`src/include/acs_defines.svh`:
```
/*
  Offsets, field positions, reset values and timing counts of the
  converter sequencer. Assumes a 32-bit Avalon-MM slave with byte addresses.
*/
`ifndef ACS_DEFINES_SVH
`define ACS_DEFINES_SVH

// Register byte addresses
`define ACS_ADDR_CTRL    8'h00
`define ACS_ADDR_TIMING  8'h04
`define ACS_ADDR_RESULT  8'h08
`define ACS_ADDR_STATUS  8'h0c
`define ACS_ADDR_TRIG    8'h10
`define ACS_ADDR_ANCFG   8'h14
`define ACS_ADDR_PORT    8'h18

// Control register fields
`define ACS_CTRL_ON      0
`define ACS_CTRL_GO      1
`define ACS_CTRL_CHS_LO  2
`define ACS_CTRL_CHS_HI  5
// Timing register fields
`define ACS_TIM_CS_LO    0
`define ACS_TIM_CS_HI    2
`define ACS_TIM_ACQ_LO   3
`define ACS_TIM_ACQ_HI   5
// Status register fields
`define ACS_STAT_DONE    0
`define ACS_STAT_BUSY    1
// Widths
`define ACS_RES_W        10
`define ACS_PORT_W       8
`define ACS_MODE_LO      0
`define ACS_MODE_HI      3

// Compare unit mode that arms the special event trigger
`define ACS_TRIG_MODE    4'hb
// Clock select low bits that pick the RC source
`define ACS_CS_RC        2'h3
// Smallest divider, in oscillator periods
`define ACS_DIV_MIN      7'h02
// Acquisition lengths in bit periods, codes 7 down to 0, five bits each
`define ACS_ACQ_TABLE    {5'h14, 5'h10, 5'h0c, 5'h08, 5'h06, 5'h04, 5'h02, 5'h00}
`define ACS_ACQ_FLD_W    5
// Phase lengths
`define ACS_CONV_TADS    5'h0b
`define ACS_WAIT_TADS    5'h02
`define ACS_DISCH_TADS   5'h01
`define ACS_INSTR_CLKS   5'h04
// First trial code of the successive approximation
`define ACS_SAR_MSB      10'h200
// Reset values
`define ACS_ANCFG_RST    8'hff

`endif

```
`src/include/acs_pkg.sv`:
```
/*
  Types of the converter sequencer: states, carriers and state records.
  Assumes acs_defines.svh is on the include path.
*/
`include "acs_defines.svh"

package acs_pkg;

  // Sequencer phases; code 3'b111 is illegal
  typedef enum logic [2:0] {
    ST_OFF    = 3'b000,
    ST_DISCH  = 3'b001,
    ST_SAMPLE = 3'b010,
    ST_ACQ    = 3'b011,
    ST_DLY    = 3'b100,
    ST_CONV   = 3'b101,
    ST_WAIT   = 3'b110
  } acs_state_t;

  // Controls towards the sample-and-hold and comparator array
  typedef struct packed {
    logic                   discharge;
    logic                   sample;
    logic                   convert;
    logic [`ACS_RES_W-1:0]  trial;
    logic [3:0]             channel;
  } acs_ana_t;

  // Bit-period generator state
  typedef struct packed {
    logic [2:0] rc_sync;
    logic       rc_lvl;
    logic [5:0] cnt;
    logic       tick;
  } acs_tick_st_t;

  // Sequencer state
  typedef struct packed {
    acs_state_t              st;
    logic                    on;
    logic                    go;
    logic [3:0]              chs;
    logic [2:0]              cs;
    logic [2:0]              acq;
    logic [3:0]              mode;
    logic [`ACS_PORT_W-1:0]  ancfg;
    logic [`ACS_RES_W-1:0]   result;
    logic                    done;
    logic [4:0]              cnt;
    logic [`ACS_RES_W-1:0]   trial;
    logic                    rdiv;
    logic [`ACS_PORT_W-1:0]  ps1;
    logic [`ACS_PORT_W-1:0]  ps2;
    logic [`ACS_PORT_W-1:0]  ps3;
    logic [`ACS_PORT_W-1:0]  pin_lvl;
    logic                    wreq;
    logic [31:0]             rdata;
    logic                    tclr;
    acs_ana_t                ana;
  } acs_seq_st_t;

endpackage

```
`src/verilog/acs_tick_gen.sv`:
```
/*
  Bit-period tick generator: divides core_clk or follows the RC source.
  Assumes rc_clk_in is asynchronous and much slower than core_clk.
*/
`timescale 1ns/1ps
`default_nettype none
`include "acs_defines.svh"

module acs_tick_gen
  import acs_pkg::*;
(
  input  wire logic       core_clk,
  input  wire logic       resetn,
  input  wire logic       clk_en,
  input  wire logic [2:0] conv_clock_select,
  input  wire logic       run,
  input  wire logic       rc_clk_in,
  output logic            tick
);

  acs_tick_st_t s;      // Registered state
  acs_tick_st_t n;      // Next state
  logic [5:0]   last;   // Terminal count of the divider

  // Next-state logic
  always_comb begin
    n = s;
    // Codes 000,100,001,101,010,110 give 2..64 periods
    last = 6'((`ACS_DIV_MIN << {conv_clock_select[1:0], conv_clock_select[2]}) - 7'h01);
    // Three stages; the level moves only when stages two and three agree
    n.rc_sync = {s.rc_sync[1:0], rc_clk_in};
    if (s.rc_sync[1] == s.rc_sync[2]) begin
      n.rc_lvl = s.rc_sync[1];
    end
    if (!run) begin
      // Held: restarts a full period when released
      n.cnt  = 6'h00;
      n.tick = 1'b0;
    end else if (conv_clock_select[1:0] == `ACS_CS_RC) begin
      // RC source: one tick per rising edge, phase cannot be aligned
      n.cnt  = 6'h00;
      n.tick = n.rc_lvl & ~s.rc_lvl;
    end else begin
      n.tick = (s.cnt == last);
      n.cnt  = n.tick ? 6'h00 : s.cnt + 6'h01;
    end
  end

  // State register
  always_ff @(posedge core_clk or negedge resetn) begin
    if (!resetn) begin
      s <= '0;
    end else if (clk_en) begin
      s <= n;
    end
  end

  assign tick = s.tick;

endmodule

`default_nettype wire

```
`src/verilog/acs_sequencer.sv`:
```
/*
  Conversion sequencer of a 10-bit successive-approximation converter,
  with its register file on Avalon-MM. Assumes cmp_in and special_trig
  are produced on core_clk; port_pins and rc_clk_in are asynchronous.
*/
// Chosen here: the Avalon-MM interface to the registers and the placing of the registers.
// Function
// - Conversion lasts eleven bit periods
// - Clock select code picks divider or RC
// - Zero acquisition code delays one instruction cycle
// - Analog-configured pins read as zero
// - Code 010 samples four periods, then converts
// - Clearing start aborts a running conversion
// - Abort leaves the result pair unchanged
// - Two-period wait, then acquisition restarts
// - Discharge precedes every sampling phase
// - Trigger starts only in mode 1011, on
// - Each trigger clears the trigger timer
// - Converter off: trigger only clears timer
// - Completion loads result, clears start, flags done
// - Acquisition codes 001 to 111 give 2 to 20 periods
// - Code 000 converts after a four-clock delay
`timescale 1ns/1ps
`default_nettype none
`include "acs_defines.svh"

module acs_sequencer
  import acs_pkg::*;
(
  input  wire logic                   core_clk,
  input  wire logic                   resetn,
  input  wire logic                   clk_en,
  input  wire logic [7:0]             avs_address,
  input  wire logic                   avs_read,
  input  wire logic                   avs_write,
  input  wire logic [31:0]            avs_writedata,
  output logic [31:0]                 avs_readdata,
  output logic                        avs_waitrequest,
  input  wire logic                   cmp_in,
  input  wire logic                   rc_clk_in,
  input  wire logic                   special_trig,
  input  wire logic [`ACS_PORT_W-1:0] port_pins,
  output acs_ana_t                    ana,
  output logic                        timer_clear
);

  acs_seq_st_t             s;        // Registered state
  acs_seq_st_t             n;        // Next state
  logic                    tick;     // One bit period elapsed
  logic [`ACS_PORT_W-1:0]  lvl_nxt;  // Filtered pin levels
  logic [4:0]              acq_len;  // Acquisition periods
  logic [31:0]             rd;       // Read mux
  logic                    wr_take;  // Write takes effect now
  logic                    trig_ok;  // Trigger armed by mode
  logic [3:0]              bidx;     // Bit under trial
  logic [`ACS_RES_W-1:0]   tmp;      // Trial code after this period

  // Bit-period source; the divider restarts whenever the phase changes
  acs_tick_gen u_tick (
    .core_clk          (core_clk),
    .resetn            (resetn),
    .clk_en            (clk_en),
    .conv_clock_select (s.cs),
    .run               (s.on & ~s.rdiv),
    .rc_clk_in         (rc_clk_in),
    .tick              (tick)
  );

  // Pin filter: a change counts once stages two and three agree
  genvar gi;
  generate
    for (gi = 0; gi < `ACS_PORT_W; gi++) begin : g_pin
      assign lvl_nxt[gi] = (s.ps2[gi] == s.ps3[gi]) ? s.ps2[gi] : s.pin_lvl[gi];
    end
  endgenerate

  // Acquisition length lookup
  assign acq_len = 5'(`ACS_ACQ_TABLE >> (s.acq * `ACS_ACQ_FLD_W));
  assign wr_take = avs_write & ~s.wreq;
  assign trig_ok = special_trig & (s.mode == `ACS_TRIG_MODE);
  assign bidx    = 4'(`ACS_RES_W - s.cnt);

  // Register read mux
  always_comb begin
    rd = '0;
    unique case (avs_address)
      `ACS_ADDR_CTRL: begin
        rd[`ACS_CTRL_ON]                    = s.on;
        rd[`ACS_CTRL_GO]                    = s.go;
        rd[`ACS_CTRL_CHS_HI:`ACS_CTRL_CHS_LO] = s.chs;
      end
      `ACS_ADDR_TIMING: begin
        rd[`ACS_TIM_CS_HI:`ACS_TIM_CS_LO]   = s.cs;
        rd[`ACS_TIM_ACQ_HI:`ACS_TIM_ACQ_LO] = s.acq;
      end
      `ACS_ADDR_RESULT: rd[`ACS_RES_W-1:0]  = s.result;
      `ACS_ADDR_STATUS: begin
        rd[`ACS_STAT_DONE] = s.done;
        rd[`ACS_STAT_BUSY] = (s.st == ST_ACQ) | (s.st == ST_DLY) | (s.st == ST_CONV);
      end
      `ACS_ADDR_TRIG:   rd[`ACS_MODE_HI:`ACS_MODE_LO] = s.mode;
      `ACS_ADDR_ANCFG:  rd[`ACS_PORT_W-1:0] = s.ancfg;
      // Analog pins never show their digital level
      `ACS_ADDR_PORT:   rd[`ACS_PORT_W-1:0] = s.pin_lvl & ~s.ancfg;
      default:          rd = '0;
    endcase
  end

  // Next-state logic: bus, trigger, then the phase sequencer
  always_comb begin
    n        = s;
    tmp      = s.trial;
    n.tclr   = 1'b0;
    n.wreq   = 1'b1;
    n.rdiv   = 1'b0;
    n.ps1    = port_pins;
    n.ps2    = s.ps1;
    n.ps3    = s.ps2;
    n.pin_lvl = lvl_nxt;

    // One wait state per access; read data is staged with it
    if ((avs_read | avs_write) & s.wreq) begin
      n.wreq  = 1'b0;
      n.rdata = rd;
    end

    // Register writes
    if (wr_take) begin
      unique case (avs_address)
        `ACS_ADDR_CTRL: begin
          n.on  = avs_writedata[`ACS_CTRL_ON];
          n.chs = avs_writedata[`ACS_CTRL_CHS_HI:`ACS_CTRL_CHS_LO];
          // Clearing start mid-conversion aborts it next cycle
          n.go  = avs_writedata[`ACS_CTRL_GO] & avs_writedata[`ACS_CTRL_ON];
        end
        `ACS_ADDR_TIMING: begin
          n.cs  = avs_writedata[`ACS_TIM_CS_HI:`ACS_TIM_CS_LO];
          n.acq = avs_writedata[`ACS_TIM_ACQ_HI:`ACS_TIM_ACQ_LO];
        end
        `ACS_ADDR_RESULT: n.result = avs_writedata[`ACS_RES_W-1:0];
        // Write one to clear the done flag
        `ACS_ADDR_STATUS: begin
          if (avs_writedata[`ACS_STAT_DONE]) begin
            n.done = 1'b0;
          end
        end
        `ACS_ADDR_TRIG:   n.mode  = avs_writedata[`ACS_MODE_HI:`ACS_MODE_LO];
        `ACS_ADDR_ANCFG:  n.ancfg = avs_writedata[`ACS_PORT_W-1:0];
        default: ;
      endcase
    end

    // Special event: timer always cleared, start only while on
    if (trig_ok) begin
      n.tclr = 1'b1;
      if (n.on) begin
        n.go = 1'b1;
      end
    end

    // Phase sequencer
    unique case (s.st)
      ST_OFF: begin
        if (s.on) begin
          n.st  = ST_DISCH;
          n.cnt = '0;
        end
      end
      // Array is emptied before each sampling phase
      ST_DISCH: begin
        if (tick) begin
          if (s.cnt == `ACS_DISCH_TADS - 5'h01) begin
            n.st = ST_SAMPLE;
          end else begin
            n.cnt = s.cnt + 5'h01;
          end
        end
      end
      // Tracks the input until software or the trigger starts
      ST_SAMPLE: begin
        if (s.go) begin
          n.cnt = '0;
          // Zero code: no acquisition, only the instruction delay
          n.st  = (s.acq == 3'h0) ? ST_DLY : ST_ACQ;
        end
      end
      ST_ACQ: begin
        if (!s.go) begin
          n.st  = ST_WAIT;
          n.cnt = '0;
        end else if (tick) begin
          if (s.cnt == acq_len - 5'h01) begin
            n.st  = ST_CONV;
            n.cnt = '0;
          end else begin
            n.cnt = s.cnt + 5'h01;
          end
        end
      end
      // Counts core clocks so a sleep entry can happen first
      ST_DLY: begin
        if (!s.go) begin
          n.st  = ST_WAIT;
          n.cnt = '0;
        end else if (s.cnt == `ACS_INSTR_CLKS - 5'h01) begin
          n.st  = ST_CONV;
          n.cnt = '0;
        end else begin
          n.cnt = s.cnt + 5'h01;
        end
      end
      ST_CONV: begin
        if (!s.go) begin
          // Abort: partial code is dropped, result untouched
          n.st  = ST_WAIT;
          n.cnt = '0;
        end else if (tick) begin
          if (s.cnt == 5'h00) begin
            n.trial = `ACS_SAR_MSB;
            n.cnt   = 5'h01;
          end else begin
            tmp[bidx] = cmp_in;
            if (bidx != 4'h0) begin
              tmp[bidx - 4'h1] = 1'b1;
            end
            n.trial = tmp;
            if (s.cnt == `ACS_CONV_TADS - 5'h01) begin
              n.result = tmp;
              n.go     = 1'b0;
              n.done   = 1'b1;
              n.st     = ST_WAIT;
              n.cnt    = '0;
            end else begin
              n.cnt = s.cnt + 5'h01;
            end
          end
        end
      end
      // Settling gap after completion or abort
      ST_WAIT: begin
        if (tick) begin
          if (s.cnt == `ACS_WAIT_TADS - 5'h01) begin
            n.st  = ST_DISCH;
            n.cnt = '0;
          end else begin
            n.cnt = s.cnt + 5'h01;
          end
        end
      end
      default: begin
        n.st  = ST_OFF;
        n.cnt = '0;
      end
    endcase

    // Switching off aborts at once and drops start
    if (!n.on) begin
      n.st = ST_OFF;
      n.go = 1'b0;
    end
    // With the divider, each new phase begins on a fresh bit period; the RC source keeps its own phase
    n.rdiv = (n.st != s.st);

    n.ana.discharge = (n.st == ST_DISCH);
    n.ana.sample    = (n.st == ST_SAMPLE) | (n.st == ST_ACQ) | (n.st == ST_DLY);
    n.ana.convert   = (n.st == ST_CONV);
    n.ana.trial     = n.trial;
    n.ana.channel   = n.chs;
  end

  // State register; reset leaves the converter off and idle
  always_ff @(posedge core_clk or negedge resetn) begin
    if (!resetn) begin
      s       <= '0;
      s.wreq  <= 1'b1;
      s.ancfg <= `ACS_ANCFG_RST;
    end else if (clk_en) begin
      s <= n;
    end
  end

  assign avs_readdata    = s.rdata;
  assign avs_waitrequest = s.wreq;
  assign ana             = s.ana;
  assign timer_clear     = s.tclr;

  // Helper counters for the checks: ticks and clocks in the current phase
  logic [4:0] h_ticks;
  logic [4:0] h_clks;
  always_ff @(posedge core_clk or negedge resetn) begin
    if (!resetn) begin
      h_ticks <= '0;
      h_clks  <= '0;
    end else if (clk_en) begin
      h_ticks <= (n.st != s.st) ? 5'h00 : h_ticks + 5'(tick);
      h_clks  <= (n.st != s.st) ? 5'h00 : h_clks + 5'h01;
    end
  end
endmodule

`default_nettype wire

```
`config.mk`:
```
export PLATFORM = sky130hd
export DESIGN_NAME = acs_sequencer
export DESIGN_NICKNAME = d
export VERILOG_FILES = /design/src/include/acs_pkg.sv /design/src/verilog/acs_tick_gen.sv /design/src/verilog/acs_sequencer.sv
export VERILOG_INCLUDE_DIRS = /design/src /design/src/include
export SDC_FILE = /design/constraint.sdc
export NUM_CORES = 1
export LEC_CHECK = 0
export BUFFER_PORTS_ARGS = -buffer_cell sky130_fd_sc_hd__buf_4
export CAP_MARGIN = 0
export CORE_MARGIN = 2
export CORE_UTILIZATION = 30
export CTS_BUF_LIST = sky130_fd_sc_hd__clkbuf_4
export CTS_CLUSTER_SIZE = 8
export DETAILED_ROUTE_END_ITERATION = 8
export PLACE_DENSITY = 0.52
export SYNTH_ARGS = -nofsm -noshare
export SYNTH_HDL_FRONTEND = slang
export SYNTH_HIERARCHICAL = 1
export SYNTH_SLANG_ARGS = --single-unit
```
`constraint.sdc`:
```
create_clock -name core_clk -period 2.9 [get_ports core_clk]
set_input_delay 0.29 -clock core_clk [delete_from_list [all_inputs] [get_ports core_clk]]
set_output_delay 0.29 -clock core_clk [all_outputs]
set_load 0.05 [all_outputs]
```
==> results of run 1 <==
Yosys cell counts (all sizes together), types with 3 or more instances:
master   instances  share of area [%]
nand4            3               0.28
a21o             9                1.0
inv             25                1.4
ha               8                1.5
nor4b            3               0.62
nor2            28                1.6
nand3b           6               0.68
nand3           22                1.7
a21oi           38                2.9
a31oi           17                1.7
and2             4               0.38
xnor2            7               0.92
nor2b           10               0.94
nand2b           7               0.66
xor2             6               0.79
buf             68                7.5
o211ai           5               0.56
o2bb2ai          3               0.49
nand2           71                4.2
o22ai           14                1.4
dfstp            9                3.6
nor3            10               0.90
mux2            47                8.0
nor4             3               0.38
o31ai            4               0.45
mux2i            9                1.5
a32o             3               0.45
a211oi           5               0.56
o21ai           68                5.1
a222oi           3               0.45
clkbuf          19                1.4
and3             7               0.68
dfrtp          103                 39
registers in the layout, indices dropped and copies added, names as in the netlist:
signal	flops
s	56
ana	17
n	16
avs_readdata	10
u_tick/s	8
u_tick/n	2
avs_waitrequest	1
timer_clear	1
u_tick/tick	1
worst reg2reg max path, delay by kind of cell, from the launching register on:
family	cells	cell delay [ps]
AND/OR/NAND/NOR	1	350
flip-flops	1	450
AO/OA/AOI/OAI	5	870
adder cells (fa/ha/maj)	1	350
buffers and inverters	2	410
cell usage in the layout, fill, tap and decap left out, types with 6 or more instances in the layout:
| cell | count |
|---|---|
| buf_4 | 89 |
| a21o_1 | 9 |
| a31oi_1 | 16 |
| mux2i_1 | 8 |
| nor2b_1 | 10 |
| nand2b_1 | 7 |
| and3_1 | 6 |
| dfstp_2 | 9 |
| a21oi_1 | 37 |
| nand3_1 | 22 |
| xor2_1 | 6 |
| nor3_1 | 8 |
| nand2_1 | 69 |
| clkbuf_4 | 11 |
| o22ai_1 | 13 |
| nand3b_1 | 6 |
| dlygate4sd3_1 | 10 |
| dfrtp_1 | 103 |
| nor2_1 | 27 |
| inv_1 | 24 |
| mux2_2 | 45 |
| o21ai_0 | 63 |
| xnor2_1 | 7 |
| conb_1 | 22 |
| ha_1 | 8 |
report_power, final:
part	internal (mW)	switching (mW)	total [mW]
combinational	0.690	1.07	1.76
sequential	1.76	0.231	1.99
clock	0.197	0.538	0.735
total	2.65	1.84	4.49
through the flow:
step | power (mW) | area (µm²)
3_3_place_gp | 3.77 | 7180
2_1_floorplan | 3.27 | 6730
5_1_grt | 4.80 | 7400
3_5_place_dp | 3.77 | 7180
6_report | 4.49 | 7400
4_1_cts | 4.53 | 7390
final cells by class:
type | count | area (µm²) | share of cell area (%)
Timing Repair Buffer | 100 | 788 | 10.7
Multi-Input combinational cell | 482 | 3230 | 43.6
Tap cell | 280 | 350 | 4.73
Antenna cell | 2 | 5.00 | 0.0676
Sequential cell | 112 | 2810 | 38.0
Clock buffer | 11 | 82.6 | 1.12
Inverter | 27 | 101 | 1.37
Clock inverter | 5 | 32.5 | 0.440
path summary, 6_finish.rpt:
check | startpoint | to | slack, ps | cells past startpoint
worst max-delay path | s[94] | ana[13] | 400 | 9
worst min-delay path | avs_writedata[7] | s[117] | 40 | 2
worst max register to register | s[94] | ana[13] | 400 | 9
worst min register to register | avs_readdata[0] | avs_readdata[0] | 500 | 1
max in group asynchronous | resetn | s[116] | 1850 | 3
min in group asynchronous | resetn | n[74] | 240 | 2
kinds of logic (layout without fill, tap and decap cells):
group / Yosys count / in the layout
other: 1 / 24
adder cells (fa/ha/maj): 8 / 8
flip-flops: 112 / 112
AO/OA/AOI/OAI: 194 / 194
multiplexers: 58 / 58
AND/OR/NAND/NOR: 187 / 187
buffers and inverters: 114 / 143
XOR/XNOR: 13 / 13
per-layer routing:
metal | vias to the layer above | GRT usage (%)
met1 | 2573 | 20.2
met5 | - | 0
met3 | 16 | 2.18
li1 | 2503 | -
met2 | 100 | 24.1
met4 | 0 | 4.14
timing repair:
item / 4_1_cts / 5_1_grt
endpoints found under the hold margin: 38 / 0
hold buffers: 10 / 0
setup buffers: 0 / 0
==> results.sh, run 1 <==
export IMPL_status="completed"
export IMPL_ant_nets=0
export IMPL_routed_wl_met2_mm=8.21
export IMPL_die_w_um=153
export IMPL_syn_inst=687
export IMPL_path_delay_family="compound AO/OA/AOI/OAI gates"
export IMPL_start_util_pct=30.5
export IMPL_crit_type="reg -> reg"
export IMPL_numPortBuffers=62
export IMPL_async_flop_share_pct=100
export IMPL_ys_flop_type="dfrtp_1"
export IMPL_gp_congestion=0.875
export IMPL_rows=54
export IMPL_vdd_ir_drop_worst_uv=219
export IMPL_topRoutingLayerUsed="met4"
export IMPL_track_usage_pct=14.7
export IMPL_fin_cells=1019
export IMPL_worst_pin_slew_ps=800
export IMPL_yosys_warnings=6
export IMPL_synth_simple_area_share_pct=14.7
export IMPL_setup_tns_final_ps=0
export IMPL_synth_mux_area_share_pct=10.2
export IMPL_placed_cells=991
export IMPL_syn_avg_cell_area_um2=9.68
export IMPL_max_clock_freq_ghz=0.400
export IMPL_postLayoutSetupSlackWorst_ps=403
export IMPL_wl_mm=16.9
export IMPL_post_place_ws_ps=383
export IMPL_drive_gt1_share_pct=25.2
export IMPL_drt_met1_wl_mm=7.84
export IMPL_fin_nets=796
export IMPL_cp_required_ps=3310
export IMPL_path_cells="ha_1 -> buf_4 -> or3_1 -> a21oi_1 -> o21ai_0 -> buf_4 -> a41oi_1 -> a21oi_1 -> a21o_1"
export IMPL_via_per_inst=5.10
export IMPL_ys_seq_area_share_pct=42.3
export IMPL_wire_per_inst_um=16.6
export IMPL_route_detailed_drc=0
export IMPL_utilization_pct=33.9
export IMPL_clockBufferDepth=2
export IMPL_cts_root_buf="clkbuf_4"
export IMPL_slowest_delay_ps=450
export IMPL_cts_tree="built"
export IMPL_dr_pass1_iters=5
export IMPL_yosys_area_share_xor_xnor_pct=1.71
export IMPL_io_pins=107
export IMPL_synth_top_family_by_area="compound AO/OA/AOI/OAI gates"
export IMPL_antenna_found_initial=2
export IMPL_htreeDepth=3
export IMPL_synth_area_mm2=0.00665
export IMPL_grt_max_degree=84
export IMPL_syn2layout_area_growth_pct=11.3
export IMPL_cap_violations=0
export IMPL_grt_pass1_vias=4941
export IMPL_fin_crit_ps=2500
export IMPL_rsz0062_at_grt="no"
export IMPL_core_area_mm2=0.0218
export IMPL_postCtsResizedCells=0
export IMPL_power_density_mw_per_mm2=606
export IMPL_fillers=2276
export IMPL_grt_ovfl_total=0
export IMPL_setup_viol=0
export IMPL_grt_pass1_wl_mm=27.6
export IMPL_synthDistinctLibCells=87
export IMPL_arrival_ps=2910
export IMPL_fin_skew_ps=7.03
export IMPL_slew_violations=0
export IMPL_period_share_pct=86.1
export IMPL_synth_seq_cells=112
export IMPL_synth_compound_area_share_pct=19.1
export IMPL_leakage_nw=3.24
export IMPL_whs_ps=40.5
export IMPL_clk_latency_ps=490
export IMPL_drt_initial_drc_count=332
export IMPL_cp_num_buf_inv=2
export IMPL_cts_sinks=112
export IMPL_dp_hpwl_mm=12.4
export IMPL_die_area_mm2=0.0234
export IMPL_die_h_um=153
export IMPL_critPathMaxFanout=10
export IMPL_numCtsBuffers=9
export IMPL_finalHoldViolCount=0
export IMPL_vias=5192
export IMPL_hold_class="in -> reg"
export IMPL_clk_pin_slew_worst_paths_ps=170
export IMPL_end_kind="register"
export IMPL_max_slew_margin_pct=46.4
export IMPL_critPathLaunchType="register"
export IMPL_synth_adder_area_share_pct=1.51
export IMPL_synth_edff_count=0
export IMPL_cp_slowest_cell="dfrtp_1"
export IMPL_wl_met3_um=581
No activity file was read; power rests on OpenSTA's default activity.
==> run 2: changes to the inputs <==
Settings changed: ABC_AREA from default to 1, TNS_END_PERCENT from default to 20.
==> run 2 against run 1 <==
- synthesized cell count grew 29%
- critical path type unchanged
- clock power up 15%
- final cell count is 19% higher
- worst hold slack worse by 5.7 ps
- die area decreased by 1.6%
- largest power group unchanged
- register-to-register slack gained 180 ps
- cell area is 1.3% lower
- combinational power fell by 58%
- largest cell class unchanged
- utilization is 0.11 points lower
==> results.sh, run 2 <==
export IMPL_status="completed"
export IMPL_wl_met3_um=666
export IMPL_worstHoldEndpoint="s[117]"
export IMPL_yosys_top_cells_area="dfrtp_1 39%, nand2_1 16%, buf_4 5.7%"
export IMPL_crit_type="reg -> reg"
export IMPL_multi_input_area_mm2=0.00295
export IMPL_fin_cells=1211
export IMPL_route_detailed_drc=0
export IMPL_die_w_um=152
export IMPL_dp_hpwl_mm=12.2
export IMPL_drt_met1_wl_mm=7.79
export IMPL_gp_congestion=0.850
export IMPL_cts_root_buf="clkbuf_4"
export IMPL_async_flop_share_pct=100
export IMPL_antenna_found_initial=2
export IMPL_fin_nets=988
export IMPL_fin_crit_ps=2320
export IMPL_ant_nets=0
export IMPL_drt_initial_drc_count=365
export IMPL_period_share_pct=79.9
export IMPL_setup_tns_final_ps=0
export IMPL_arrival_ps=2750
export IMPL_whs_ps=34.8
export IMPL_clk_latency_ps=530
export IMPL_ys_flop_type="dfrtp_1"
export IMPL_end_kind="register"
export IMPL_rows=54
export IMPL_postPlaceCellArea_mm2=0.00704
export IMPL_yosys_area_top_type="dfrtp_1"
export IMPL_die_area_mm2=0.0230
export IMPL_max_slew_margin_pct=62.2
export IMPL_layout_common_cells="277 x nand2_1, 103 x dfrtp_1, 94 x inv_1"
export IMPL_power_density_mw_per_mm2=462
export IMPL_fin_area_mm2=0.00731
export IMPL_syn_inst=884
export IMPL_core_area_mm2=0.0216
export IMPL_final_common_cell="nand2_1"
export IMPL_ys_seq_area_share_pct=43.0
export IMPL_track_usage_pct=15.2
export IMPL_vias=5617
export IMPL_cp_required_ps=3340
export IMPL_r2r_end="s[83]"
export IMPL_fillers=2337
export IMPL_top_register="s"
export IMPL_synth_area_mm2=0.00654
export IMPL_worst_setup_path_startpoint="s[94]"
export IMPL_fin_skew_ps=19.1
export IMPL_min_delay_start="avs_writedata[7]"
export IMPL_slew_violations=0
export IMPL_yosys_warnings=6
export IMPL_finalHoldViolCount=0
export IMPL_setup_viol=0
export IMPL_clk_pin_slew_worst_paths_ps=190
export IMPL_drive_gt1_share_pct=13.5
export IMPL_yosysMostFrequentCell="nand2_1"
export IMPL_synth_edff_count=0
export IMPL_cts_tree="built"
export IMPL_numPortBuffers=62
export IMPL_cts_setup_buffers=0
export IMPL_leakage_nw=3.57
export IMPL_cap_violations=0
export IMPL_hold_class="in -> reg"
export IMPL_seqCellArea_mm2=0.00281
export IMPL_reg2reg_from="s[94]"
export IMPL_synthDistinctLibCells=48
export IMPL_grt_pass1_vias=5155
export IMPL_grt_pass1_wl_mm=27.1
export IMPL_largest_reg_flops=56
export IMPL_grt_max_degree=59
export IMPL_dr_pass1_iters=5
export IMPL_max_clock_freq_ghz=0.432
export IMPL_rsz0062_at_grt="no"
export IMPL_synth_commonest_cells="277 x nand2_1, 103 x dfrtp_1, 94 x inv_1"
export IMPL_worst_r2r_setup_slack_ps=580
export IMPL_via_per_inst=4.64
export IMPL_topRoutingLayerUsed="met4"
export IMPL_start_util_pct=30.3
export IMPL_cts_sinks=112
export IMPL_clockBufferDepth=2
export IMPL_critPathLaunchType="register"
export IMPL_htreeDepth=3
export IMPL_placed_cells=1182
export IMPL_vdd_ir_drop_worst_uv=180
export IMPL_syn2layout_area_growth_pct=11.7
export IMPL_worst_pin_slew_ps=566
export IMPL_syn_avg_cell_area_um2=7.40
export IMPL_die_h_um=152
export IMPL_synth_seq_cells=112
export IMPL_routed_wl_met2_mm=7.82
export IMPL_wl_mm=16.5
export IMPL_yosysTopAreaCellShare_pct=39.4
export IMPL_whs_path_depth=3
export IMPL_wire_per_inst_um=13.6
export IMPL_critPathMaxFanout=9
export IMPL_numCtsBuffers=9
export IMPL_rr_worst_depth=15
export IMPL_io_pins=107
export IMPL_grt_ovfl_total=0
[run 2: cell types whose count changed in the layout (fill, tap and decap cells not counted), moves of 11 or more]
cell     change
inv_1       +70
nor2_1      +29
nand3_1     +40
o21ai_1     +12
nand2_1    +208
o21ai_0     +11
buf_4       -21
a21oi_1     -20
mux2_2      -45
[run 2: stage by stage]
| step | setup WS [ps] | total power [mW] | util (%) |
|---|---|---|---|
| after global routing | 269 | 3.60 | 33.8 |
| after CTS | 598 | 3.44 | 33.8 |
| after detailed placement | 608 | 2.55 | 32.5 |
| final | 584 | 3.38 | 33.8 |
| after global placement | 629 | 2.55 | 32.5 |
| after floorplan | 999 | 2.36 | - |
[run 2: worst max path at each step]
stage / end / slack, ps
after floorplan: s[104] / 1000
after global placement: s[105] / 630
after detailed placement: s[83] / 610
after CTS: s[83] / 600
after global routing: s[83] / 270
final: s[83] / 580
[run 2: routing by layer]
metal  track usage [%]  vias to the layer above
met3              3.26                       14
met5                 0                        -
met1              20.4                     2630
li1                  -                     2861
met2              25.2                      112
met4              3.19                        0
[run 2: critical path, cell delays in order, from the launching register on]
cell     delay, ps
dfrtp_1        550
inv_2          210
ha_1           280
nand3_1        210
inv_1          120
nand2_1         50
nand2_1         60
nand2_1         50
nor2_1          80
nand3_1        140
nand3_1        100
nand2_1         50
nor2_1         100
nand3_1         80
nor2_1         110
nor2_1          50
[run 2: timing repair]
item / CTS / global route
hold buffers: 11 / 0
endpoints found under the hold margin: 47 / 0
resized for setup: 0 / 0
[run 2: kinds of logic after synthesis]
logic type                 after synthesis  synth area share, %
xor gates and xnor gates                 7                 1.22
other                                    1               0.0573
and+or+nand+nor                        430                 27.6
buffers and inverters                  175                 13.0
DFF                                    112                 43.0
adders and majority gates                8                 1.53
AOI/OAI and AO/OA                      151                 13.5
[run 2: area by class of cell]
type	count	area share [%]
inverters	103	5.29
clock inverters	7	1.22
repair buffers	80	8.77
well taps	280	4.79
flip-flops and latches	112	38.5
multi-input cells	618	40.4
clock buffers	9	0.925
diodes	2	0.0685
[run 2: power by group]
part / total, mW / internal (mW) / switching [mW]
logic: 0.742 / 0.233 / 0.509
registers: 1.79 / 1.69 / 0.102
clock network: 0.844 / 0.219 / 0.626
total: 3.38 / 2.14 / 1.24
==> run 3: changes to the inputs <==
Settings changed: PLACE_DENSITY 0.52 to 0.53.
Clock period 2.9 ns to 2.1 ns, I/O delays scaled along.
==> run 3 against run 2 <==
- sequential share of layout area shrank 2.0 points
- sequential power grew 37%
- non-clock buffer count grew 37
- cell area grew 5.6%
- clock skew grew 4.0 ps
- register-to-register slack lost 470 ps
==> results.sh, run 3 (synthesis gave the netlist of run 2 again) <==
export IMPL_drt_initial_drc_count=276
export IMPL_top_register="s"
export IMPL_largest_reg_flops=56
export IMPL_placed_cells=1208
export IMPL_whs_ps=46.3
export IMPL_clockBufferDepth=2
export IMPL_drt_met1_wl_mm=7.85
export IMPL_fin_area_mm2=0.00771
export IMPL_vias=5710
export IMPL_path_cells="buf_6 -> ha_4 -> nand2_2 -> nor3_4 -> nand3_2 -> a21oi_2 -> nand3_2 -> nand3_2 -> nand2_1 -> nor2_1 -> nand3_1 -> nor2_1 -> nor2_1"
export IMPL_slowest_delay_ps=470
export IMPL_cts_tree="built"
export IMPL_layout_common_cells="273 x nand2_1, 100 x buf_4, 99 x dfrtp_1"
export IMPL_clk_latency_ps=520
export IMPL_syn2layout_area_growth_pct=17.9
export IMPL_fin_crit_ps=1990
export IMPL_worst_pin_slew_ps=540
export IMPL_rr_worst_depth=13
export IMPL_fin_skew_ps=23.1
export IMPL_start_util_pct=30.3
export IMPL_leakage_nw=3.77
export IMPL_fillers=2308
export IMPL_gp_congestion=0.858
export IMPL_cp_required_ps=2520
export IMPL_fin_nets=1025
export IMPL_ant_nets=0
export IMPL_crit_type="reg -> reg"
export IMPL_fin_cells=1247
export IMPL_numPortBuffers=62
export IMPL_cts_sinks=112
export IMPL_track_usage_pct=15.4
export IMPL_max_slew_margin_pct=63.9
export IMPL_rows=54
export IMPL_numCtsBuffers=9
export IMPL_routed_wl_met2_mm=8.19
export IMPL_core_area_mm2=0.0216
export IMPL_htreeDepth=3
export IMPL_route_detailed_drc=0
export IMPL_grt_ovfl_total=0
export IMPL_period_share_pct=94.6
export IMPL_dp_hpwl_mm=12.6
export IMPL_max_clock_freq_ghz=0.504
export IMPL_arrival_ps=2410
export IMPL_wl_mm=16.9
export IMPL_via_per_inst=4.58
export IMPL_min_delay_start="special_trig"
export IMPL_setup_viol=0
export IMPL_grt_pass1_wl_mm=27.6
export IMPL_rsz0062_at_grt="yes"
export IMPL_r2r_end="s[83]"
export IMPL_cts_root_buf="clkbuf_4"
export IMPL_whs_path_depth=3
export IMPL_wire_per_inst_um=13.5
export IMPL_reg2reg_from="s[95]"
export IMPL_antenna_found_initial=1
export IMPL_grt_max_degree=50
export IMPL_cap_violations=0
export IMPL_critPathLaunchType="register"
export IMPL_worstHoldEndpoint="timer_clear"
export IMPL_worst_r2r_setup_slack_ps=110
export IMPL_finalHoldViolCount=0
export IMPL_critPathMaxFanout=5
export IMPL_drive_gt1_share_pct=19.5
export IMPL_die_w_um=152
export IMPL_dr_pass1_iters=5
export IMPL_status="completed"
export IMPL_clk_pin_slew_worst_paths_ps=200
export IMPL_wl_met3_um=584
export IMPL_final_common_cell="nand2_1"
export IMPL_hold_class="in -> reg"
export IMPL_die_h_um=152
export IMPL_end_kind="register"
export IMPL_postPlaceCellArea_mm2=0.00724
export IMPL_io_pins=107
export IMPL_finalPower_mw=4.77
export IMPL_die_area_mm2=0.0230
export IMPL_slew_violations=0
export IMPL_power_density_mw_per_mm2=618
export IMPL_vdd_ir_drop_worst_uv=440
export IMPL_topRoutingLayerUsed="met4"
export IMPL_cp_slowest_cell="dfrtp_2"
export IMPL_grt_pass1_vias=5440
run 3: cell count changes in the layout (fill, tap and decap cells not counted), sizes merged:
cell         change
clkinvlp         +1
clkinv           -1
buf             +35
diode            -1
dlygate4sd3      +2
run 3: worst max-delay path by stage:
stage	from	to	slack, ps	cells after the start
global placement	s[95]	s[104]	80	11
floorplan	s[95]	s[104]	200	11
global route	s[95]	s[83]	-60	13
finish	s[95]	s[83]	110	13
detailed placement	s[95]	s[104]	50	11
CTS	s[95]	s[104]	5	11
run 3: area by class of cell:
class / count / area (µm²) / share of cell area, %
diodes: 1 / 2.50 / 0.0324
clock buffers: 9 / 67.6 / 0.876
clock inverters: 7 / 80.1 / 1.04
inverters: 103 / 392 / 5.08
multi-input cells: 618 / 3060 / 39.7
flip-flops and latches: 112 / 2820 / 36.5
well taps: 280 / 350 / 4.54
repair buffers: 117 / 943 / 12.2
run 3: per-layer routing:
| metal | global-route usage, % | up-vias |
|---|---|---|
| li1 | - | 2930 |
| met1 | 20.1 | 2658 |
| met2 | 26.4 | 106 |
| met3 | 2.75 | 16 |
| met4 | 3.94 | 0 |
| met5 | 0 | - |
run 3: report_power, final:
| part | switching, mW | internal (mW) |
|---|---|---|
| Combinational | 0.757 | 0.414 |
| Sequential | 0.125 | 2.33 |
| Clock | 0.854 | 0.288 |
run 3: critical path: cells and delay by family, from the launching register on:
family	cells	cell delay [ps]
AND/OR/NAND/NOR	10	980
flip-flops	1	470
adder cells (fa/ha/maj)	1	130
AO/OA/AOI/OAI	1	180
buffers and inverters	1	140
run 3: repair_timing:
| item | 4_1_cts | 5_1_grt |
|---|---|---|
| resized for setup | 0 | 38 |
| endpoints found under the hold margin | 118 | 0 |
| hold buffers | 13 | 0 |
| setup buffers | 0 | 9 |
| endpoints found under the setup margin | 0 | 27 |
run 3: per-stage QoR:
stage | setup TNS (ps) | setup WS (ps) | util, %
4_1_cts | 0 | 5.14 | 34.8
5_1_grt | -303 | -61.2 | 35.7
3_5_place_dp | 0 | 52.3 | 33.5
6_report | 0 | 114 | 35.7
2_1_floorplan | 0 | 199 | -
3_3_place_gp | 0 | 77.9 | 33.5
